$ cat src/rtl/tefc_pkg.sv
package tefc_pkg;
  // Register byte offsets
  localparam logic [11:0] TEFC_OFF_CFG = 12'h0F0;
  localparam logic [11:0] TEFC_OFF_CTRL = 12'h0F4;
  localparam logic [11:0] TEFC_OFF_STAT = 12'h0F8;
  localparam logic [11:0] TEFC_OFF_IRQ_ST = 12'h0FC;
  localparam logic [11:0] TEFC_OFF_IRQ_CLR = 12'h100;
  localparam logic [11:0] TEFC_OFF_IRQ_EN = 12'h104;
  // Config field positions
  localparam int TEFC_WM_LSB = 24;
  localparam int TEFC_SZ_LSB = 16;
  localparam int TEFC_SA_LSB = 2;
  localparam int TEFC_SA_W = 14;
  localparam int TEFC_LVL_W = 6;
  // Control bit positions
  localparam int TEFC_CTRL_HOLD = 0;
  localparam int TEFC_CTRL_PERMIT = 1;
  // Fill count, watermark and size limits
  localparam logic [5:0] TEFC_MAX_ELEM = 6'h20;
  localparam logic [5:0] TEFC_LVL_ZERO = 6'h00;
  localparam logic [5:0] TEFC_LVL_ONE = 6'h01;
  localparam logic [31:0] TEFC_CFG_RST = 32'h00000000;
  localparam logic [31:0] TEFC_CFG_MASK = 32'h3F3FFFFC;
  // Decoded configuration carried to the FIFO logic
  typedef struct packed {
    logic [5:0] watermark;
    logic [5:0] size;
    logic [13:0] start_word;
  } tefc_cfg_t;
endpackage

$ cat src/rtl/tefc_top.sv
`timescale 1ns/1ns
module tefc_top (
  input wire logic pclk,
  input wire logic presetn,
  input wire logic psel,
  input wire logic penable,
  input wire logic pwrite,
  input wire logic [11:0] paddr,
  input wire logic [31:0] pwdata,
  output logic [31:0] prdata,
  output logic pready,
  output logic pslverr,
  input wire logic evt_push,
  input wire logic evt_pop,
  output logic [5:0] put_index,
  output logic [5:0] get_index,
  output logic [5:0] fill_level,
  output logic [13:0] start_word,
  output logic irq
);
  import tefc_pkg::*;

  logic [31:0] cfg_q;
  logic [1:0] ctrl_q;
  logic flag_q;
  logic flag_en_q;
  logic [5:0] put_q, get_q, fill_q;
  logic [5:0] size_eff, wm;
  logic wr, rd, wm_hit, clr_flag, fifo_on, do_push, do_pop;
  logic [31:0] rdata_d;
  logic addr_ok;
  logic cfg_wr;
  tefc_cfg_t cfg;

  assign wr = psel && penable && pwrite;
  assign rd = psel && !penable && !pwrite;

  // Field decode with size clamp
  always_comb begin
    cfg.watermark = cfg_q[TEFC_WM_LSB +: TEFC_LVL_W];
    cfg.size = cfg_q[TEFC_SZ_LSB +: TEFC_LVL_W];
    cfg.start_word = cfg_q[TEFC_SA_LSB +: TEFC_SA_W];
    size_eff = (cfg.size > TEFC_MAX_ELEM) ? TEFC_MAX_ELEM : cfg.size;
    wm = cfg.watermark;
  end

  assign fifo_on = (size_eff != TEFC_LVL_ZERO);
  assign do_push = evt_push && fifo_on && (fill_q < size_eff);
  assign do_pop = evt_pop && fifo_on && (fill_q != TEFC_LVL_ZERO);
  // Watermark valid only in 1..32
  assign wm_hit = fifo_on && (wm != TEFC_LVL_ZERO) && (wm <= TEFC_MAX_ELEM)
    && (fill_q >= wm);
  assign clr_flag = wr && (paddr == TEFC_OFF_IRQ_CLR) && pwdata[0];
  // Config write lands only with both control bits set
  assign cfg_wr = wr && (paddr == TEFC_OFF_CFG) && ctrl_q[TEFC_CTRL_HOLD]
    && ctrl_q[TEFC_CTRL_PERMIT];

  // Config register, locked unless both control bits set
  always_ff @(posedge pclk or negedge presetn) begin
    if (!presetn) begin
      cfg_q <= TEFC_CFG_RST;
    end else if (cfg_wr) begin
      cfg_q <= pwdata & TEFC_CFG_MASK;
    end
  end

  // Control register
  always_ff @(posedge pclk or negedge presetn) begin
    if (!presetn) begin
      ctrl_q <= 2'h0;
    end else if (wr && paddr == TEFC_OFF_CTRL) begin
      ctrl_q <= pwdata[1:0];
    end
  end

  // Put/get indices wrap at effective size
  // Cleared when off or reconfigured, so a shrink never strands an index
  always_ff @(posedge pclk or negedge presetn) begin
    if (!presetn) begin
      put_q <= TEFC_LVL_ZERO;
      get_q <= TEFC_LVL_ZERO;
      fill_q <= TEFC_LVL_ZERO;
    end else if (!fifo_on || cfg_wr) begin
      put_q <= TEFC_LVL_ZERO;
      get_q <= TEFC_LVL_ZERO;
      fill_q <= TEFC_LVL_ZERO;
    end else begin
      if (do_push) begin
        put_q <= (put_q >= size_eff - TEFC_LVL_ONE) ? TEFC_LVL_ZERO
                 : put_q + TEFC_LVL_ONE;
      end
      if (do_pop) begin
        get_q <= (get_q >= size_eff - TEFC_LVL_ONE) ? TEFC_LVL_ZERO
                 : get_q + TEFC_LVL_ONE;
      end
      if (do_push && !do_pop) begin
        fill_q <= fill_q + TEFC_LVL_ONE;
      end else if (do_pop && !do_push) begin
        fill_q <= fill_q - TEFC_LVL_ONE;
      end
    end
  end

  // Sticky watermark flag, set beats clear
  always_ff @(posedge pclk or negedge presetn) begin
    if (!presetn) begin
      flag_q <= 1'b0;
    end else if (wm_hit) begin
      flag_q <= 1'b1;
    end else if (clr_flag) begin
      flag_q <= 1'b0;
    end
  end

  // Interrupt enable
  always_ff @(posedge pclk or negedge presetn) begin
    if (!presetn) begin
      flag_en_q <= 1'b0;
    end else if (wr && paddr == TEFC_OFF_IRQ_EN) begin
      flag_en_q <= pwdata[0];
    end
  end

  // Read mux
  always_comb begin
    rdata_d = 32'h00000000;
    addr_ok = 1'b1;
    unique case (paddr)
      TEFC_OFF_CFG: rdata_d = cfg_q;
      TEFC_OFF_CTRL: rdata_d = {30'h00000000, ctrl_q};
      TEFC_OFF_STAT: rdata_d = {8'h00, 2'h0, get_q, 2'h0, put_q,
                                2'h0, fill_q};
      TEFC_OFF_IRQ_ST: rdata_d = {31'h00000000, flag_q};
      TEFC_OFF_IRQ_CLR: rdata_d = 32'h00000000;
      TEFC_OFF_IRQ_EN: rdata_d = {31'h00000000, flag_en_q};
      default: addr_ok = 1'b0;
    endcase
  end

  // APB answer: no wait state, error on unmapped address
  always_ff @(posedge pclk or negedge presetn) begin
    if (!presetn) begin
      prdata <= 32'h00000000;
      pready <= 1'b0;
      pslverr <= 1'b0;
    end else begin
      pready <= psel && !penable;
      pslverr <= psel && !penable && !addr_ok;
      if (rd) begin
        prdata <= rdata_d;
      end
    end
  end

  // Registered outputs
  always_ff @(posedge pclk or negedge presetn) begin
    if (!presetn) begin
      put_index <= TEFC_LVL_ZERO;
      get_index <= TEFC_LVL_ZERO;
      fill_level <= TEFC_LVL_ZERO;
      start_word <= 14'h0000;
      irq <= 1'b0;
    end else begin
      put_index <= put_q;
      get_index <= get_q;
      fill_level <= fill_q;
      start_word <= cfg.start_word;
      irq <= flag_q && flag_en_q;
    end
  end
endmodule // tefc_top

$ cat config.mk
export PLATFORM = sky130hd
export DESIGN_NAME = tefc_top
export DESIGN_NICKNAME = d
export VERILOG_FILES = /design/src/rtl/tefc_pkg.sv /design/src/rtl/tefc_top.sv
export SDC_FILE = /design/constraint.sdc
export NUM_CORES = 1
export LEC_CHECK = 0
export BUFFER_PORTS_ARGS = -buffer_cell sky130_fd_sc_hd__buf_2
export CAP_MARGIN = 25
export CORE_MARGIN = 1.5
export CORE_UTILIZATION = 54
export DETAILED_ROUTE_END_ITERATION = 6
export PLACE_DENSITY = 0.8
export SLEW_MARGIN = 10
export SYNTH_ARGS = -nofsm -noshare
export SYNTH_HDL_FRONTEND = slang
export SYNTH_SLANG_ARGS = --single-unit
$ cat constraint.sdc
create_clock -name pclk -period 3.9 [get_ports pclk]
set_input_delay 0.39 -clock pclk [delete_from_list [all_inputs] [get_ports pclk]]
set_output_delay 0.39 -clock pclk [all_outputs]
set_load 0.01 [all_outputs]
# ---- Word level (Yosys, flattened, before mapping)
# Cells that the tools add are included.
# W data, S select, Z words.
dict set report word_totals {
  ff_bits 115
  latchBits 0
  ramBits 0
  romBits 0
  word_cells 83
  mem_count 0
}
dict set report op_classes {
  addsub 5
  mul 0
  div 0
  n_lt_le_gt_ge 6
  eq_ne 6
  shift 0
  muxes 14
  n_bitwise 0
  reduce_logical 37
}
# operator count
set op_table {}
lappend op_table {{$pmux W30 S5} 1}
lappend op_table {{$mux W6} 10}
lappend op_table {{$eq A12 B8 Y1 const B} 4}
lappend op_table {{$eq A12 B9 Y1 const B} 2}
lappend op_table {{$logic_and A1 B1 Y1} 22}
lappend op_table {{$add A6 B1 Y6 const B} 3}
lappend op_table {{$ge A6 B6 Y1} 3}
lappend op_table {{$reduce_bool A6 Y1} 3}
lappend op_table {{$sub A6 B1 Y6 const B} 2}
lappend op_table {{$gt A6 B6 Y1 const B} 1}
lappend op_table {{$le A6 B6 Y1 const B} 1}
lappend op_table {{$logic_not A1 Y1} 6}
lappend op_table {{$lt A6 B6 Y1} 1}
lappend op_table {{$reduce_bool A2 Y1} 3}
lappend op_table {{$reduce_or A6 Y1} 1}
lappend op_table {{$mux W1} 3}
lappend op_table {{$reduce_bool A3 Y1} 1}
lappend op_table {{$logic_or A1 B1 Y1} 1}

# ---- Logic depth before layout (Yosys ltp)
dict set report logic_depth {
  word_depth 10
  mapped_depth 15
}

# ---- Worst setup path after synthesis
# Ideal clock, no wire load.
dict set report synth_timing {
  kind {register to register}
  from {register cfg_q[21]}
  to {register fill_q[5]}
  t_arrival_ps 3291
  slack_ps 530
  stages_incl_launch_ff 15
  period_less_slack_ps 3370
  path_cell_list {dfrtp_1 > inv_1 > nand2_1 > ha_1 > or4b_1 > o2111a_1 > nor3_2 > buf_2 > nand2_1 > ha_1 > a211oi_1 > o21bai_1 > a21oi_1 > mux2i_1 > mux2i_1}
}
dict set report synth_via {
  elab_chain_len 9
  elab_cells_between_ends 17
  cone_classes {order compare: 2; mux: 3; reduce/logical: 12}
}
# item line
set synth_rtl {}
lappend synth_rtl {{start: declaration} tefc_top.sv:23} ;# logic [31:0] cfg_q;
lappend synth_rtl {{start signal: assignment} tefc_top.sv:63} ;# cfg_q <= pwdata & TEFC_CFG_MASK;
lappend synth_rtl {{$gt A6 B6 Y1} tefc_top.sv:43} ;# size_eff = (cfg.size > TEFC_MAX_ELEM) ? TEFC_MAX_ELEM : cfg.size;
lappend synth_rtl {{$mux W6 *} tefc_top.sv:43}
lappend synth_rtl {{parallel branches: the longest is 7 deep, another holds $lt A6 B6 Y1} -}
lappend synth_rtl {{end signal: assignment} tefc_top.sv:97} ;# fill_q <= fill_q + TEFC_LVL_ONE;
lappend synth_rtl {{end signal: assignment} tefc_top.sv:99} ;# fill_q <= fill_q - TEFC_LVL_ONE;
lappend synth_rtl {{end: declaration} tefc_top.sv:27} ;# logic [5:0] put_q, get_q, fill_q;
# Mark *: on every way between the ends.
# A chain may end at the register's enable or synchronous reset.

# ---- Final worst setup path
# Ends and elaborated chain as after synthesis.

==> flow_metrics.tcl <==
set metrics [dict create \
    fin_setup_tns_ns 0 \
    antenna_found_initial 0 \
    p_leak_nw 3.15 \
    arrival_ns 3.96 \
    seqPwrFrac_pct 58.3 \
    cts-root-buf "clkbuf_8" \
    yosys_warnings 0 \
    clk_path_buf_depth 2 \
    die_y_um 101 \
    yosys_register_bits 111 \
    hp-class "primary input to asynchronous set/reset pin" \
    place_inst 682 \
    syn_to_final_growth_pct 16.7 \
    power_frac_clock_pct 38.1 \
    power_mw 1.97 \
    dieArea_um2 10300 \
    rows 35 \
    synth_cell_types 59 \
    slew_headroom_pct 51.2 \
    tightest_slew_ns 0.731 \
    largest_register_ffs 28 \
    finalCritPeriodShare_pct 93.9 \
    synth_enable_flop_cells 0 \
    wire_per_inst_um 17.1 \
    max-vdd-ir-drop_mv 0.199 \
    multi_input_area_um2 2260 \
    end_kind "flop" \
    place.gp.congestion 0.893 \
    power.internal_mw 1.50 \
    cts.sinks 111 \
    layoutNonFillerInstCount 698 \
    setup_violations 0 \
    core_area_um2 9330 \
    fin_nets 646 \
    drive_above_1_share_pct 28.5 \
    reg_top3 "prdata: 28 flops, cfg_q: 26 flops, start_word: 14 flops" \
    die_w_um 101 \
    antenna_left 0 \
    port_buffers 109 \
    ctsResizeCount 0 \
    drt_first_pass_iters 4 \
    avgSynthCellArea_um2 11.5 \
    largest_register "prdata" \
    report.final.slew_viol_count 0 \
    netlist_area_um2 5220 \
    synth_ff_type "dfrtp_1" \
    path_max_fanout 6 \
    cp-start-kind "flop" \
    final_util_pct 65.3 \
    power.switching_uw 477 \
    syn_inst 456 \
    rr_worst_depth 13 \
    worstSetupPathType "flop to flop" \
    h-tree-depth 3 \
    vias 3944 \
    clock_skew_ns 0.0213 \
    grt_overflow 0 \
    regArea_um2 2780 \
    pin_count 118 \
    dp_hpwl_mm 8.50 \
    swShare_pct 24.2 \
    grt_max_degree 55 \
    clk_latency_ns 0.38 \
    start_util_pct 56.0 \
    grt_pass1_wl_mm 19.3 \
    grt_pass1_vias 3881 \
    ctsHoldBuffers 0 \
    cts_tree "built" \
    track_usage_pct 24.4 \
    min_period_ns 3.66 \
    viasPerCell 5.65 \
    insertedDiodeCount 0 \
    outcome "complete, no violations" \
    cap_violations 0 \
    clk_pin_slew_ns 0.12 \
    p_comb_share_pct 3.6 \
    hold_viol 0 \
    fillerInstances 713 \
    cts_inserted_buffers 9 \
    drc 0 \
    required_ns 4.20 \
    grt_setup_unrepaired "false" \
    yosysSeqAreaShare_pct 53.2 \
    fmax_mhz 273 \
    powerDensity_nw_per_um2 324 \
    post_cts_buffers 0 \
    async_flop_share_pct 100 \
    drt_wl_total_mm 11.9 \
    drt_iter0_drc 239 \
]
[critical path, stage by stage, from the launching register on]
cell      delay [ns]
dfrtp_1         0.46
inv_1           0.18
nand2_1         0.11
ha_1            0.21
or4b_1          0.51
o2111a_1        0.22
nor3_2          0.25
nand2_1         0.18
ha_1            0.35
a211oi_1        0.31
o21bai_1        0.13
a21oi_1         0.19
mux2i_1         0.25
mux2i_1         0.22
[cells by family (layout without fill, tap and decap cells)]
logic type / after synthesis / in the layout / share of synthesized area (%)
other: 1 / 4 / 0.0718
AO/OA/AOI/OAI: 109 / 109 / 14.9
flip-flops: 111 / 111 / 53.2
XOR/XNOR: 5 / 5 / 0.839
multiplexers: 29 / 29 / 6.21
buffers and inverters: 38 / 148 / 3.76
adder cells (fa/ha/maj): 31 / 31 / 7.57
AND/OR/NAND/NOR: 132 / 132 / 13.4
[final cells by class]
class | instances | area share, %
Timing Repair Buffer | 116 | 9.85
Clock inverter | 7 | 1.85
Tap cell | 129 | 2.65
Sequential cell | 111 | 45.6
Clock buffer | 9 | 2.03
Inverter | 16 | 0.985
Multi-Input combinational cell | 310 | 37.1
[power groups by stage]
stage / sequential, mW / clock, mW / combinational [mW]
after floorplan: 1.18 / 0 / 0.0192
after global placement: 1.17 / 0 / 0.0695
after detailed placement: 1.17 / 0 / 0.0713
after CTS: 1.15 / 0.776 / 0.0716
after global routing: 1.15 / 0.814 / 0.0800
final: 1.15 / 0.753 / 0.0706
[per-stage QoR]
stage	instance area [µm²]	hold slack, ns	worst slack (ns)
after floorplan	5230	0.0944	0.530
after CTS	6090	0.0524	0.259
final	6090	0.0393	0.240
after detailed placement	5860	0.385	0.295
after global routing	6090	0.0827	0.0232
after global placement	5860	0.374	0.523
[metal layers]
layer	track usage (%)	up-vias	wire length, µm
met5	0	-	0
met4	8.65	0	127
met3	3.80	13	711
met2	39.2	128	5620
met1	34.0	1938	5440
li1	-	1865	-
[synth_stat cells, types with 5 or more instances]
cell      number  area share (%)
buf_2          6            0.58
a21o_1         6            0.86
o21ai_0       15             1.4
dfrtp_1      111              53
nand3_1       15             1.4
mux2_1         8             1.7
a31oi_1        6            0.72
nand3b_1       6            0.86
mux2_2        19             4.1
o21a_1         5            0.72
nand2_1       48             3.5
nor2b_1        6            0.72
a22o_1        35             5.9
ha_1          30             7.2
inv_1         16             1.2
clkbuf_1       8            0.58
a21oi_1       14             1.3
o21ai_1       10            0.96
nor3_1        14             1.3
nor2_1        13            0.93
[layout by cell type, fill, tap and decap left out, types with 8 or more instances in the layout]
| cell | synthesis | final |
|---|---|---|
| a22o_1 | 35 | 35 |
| buf_4 | 4 | 8 |
| a21oi_1 | 14 | 14 |
| mux2_1 | 8 | 8 |
| inv_1 | 16 | 16 |
| nand2_1 | 48 | 48 |
| mux2_2 | 19 | 19 |
| ha_1 | 30 | 30 |
| dfrtp_1 | 111 | 111 |
| o21ai_1 | 10 | 10 |
| o21ai_0 | 15 | 15 |
| nor3_1 | 14 | 14 |
| nor2_1 | 13 | 13 |
| buf_2 | 6 | 108 |
| nand3_1 | 15 | 15 |
| clkbuf_8 | 0 | 9 |
[path summary, 6_finish.rpt]
| kind | startpoint | end | slack (ns) |
|---|---|---|---|
| max reg2reg | cfg_q[21]$_DFFE_PN0P_ | fill_q[5]$_DFFE_PN0P_ | 0.24 |
| max in group asynchronous | presetn | cfg_q[16]$_DFFE_PN0P_ | 2.97 |
| min in group pclk | penable | pready$_DFF_PN0_ | 0.18 |
| min | presetn | cfg_q[29]$_DFFE_PN0P_ | 0.04 |
| min reg2reg | cfg_q[15]$_DFFE_PN0P_ | start_word[13]$_DFF_PN0_ | 0.38 |
| max | cfg_q[21]$_DFFE_PN0P_ | fill_q[5]$_DFFE_PN0P_ | 0.24 |
Note: power is estimated with default switching activity, not from simulation.
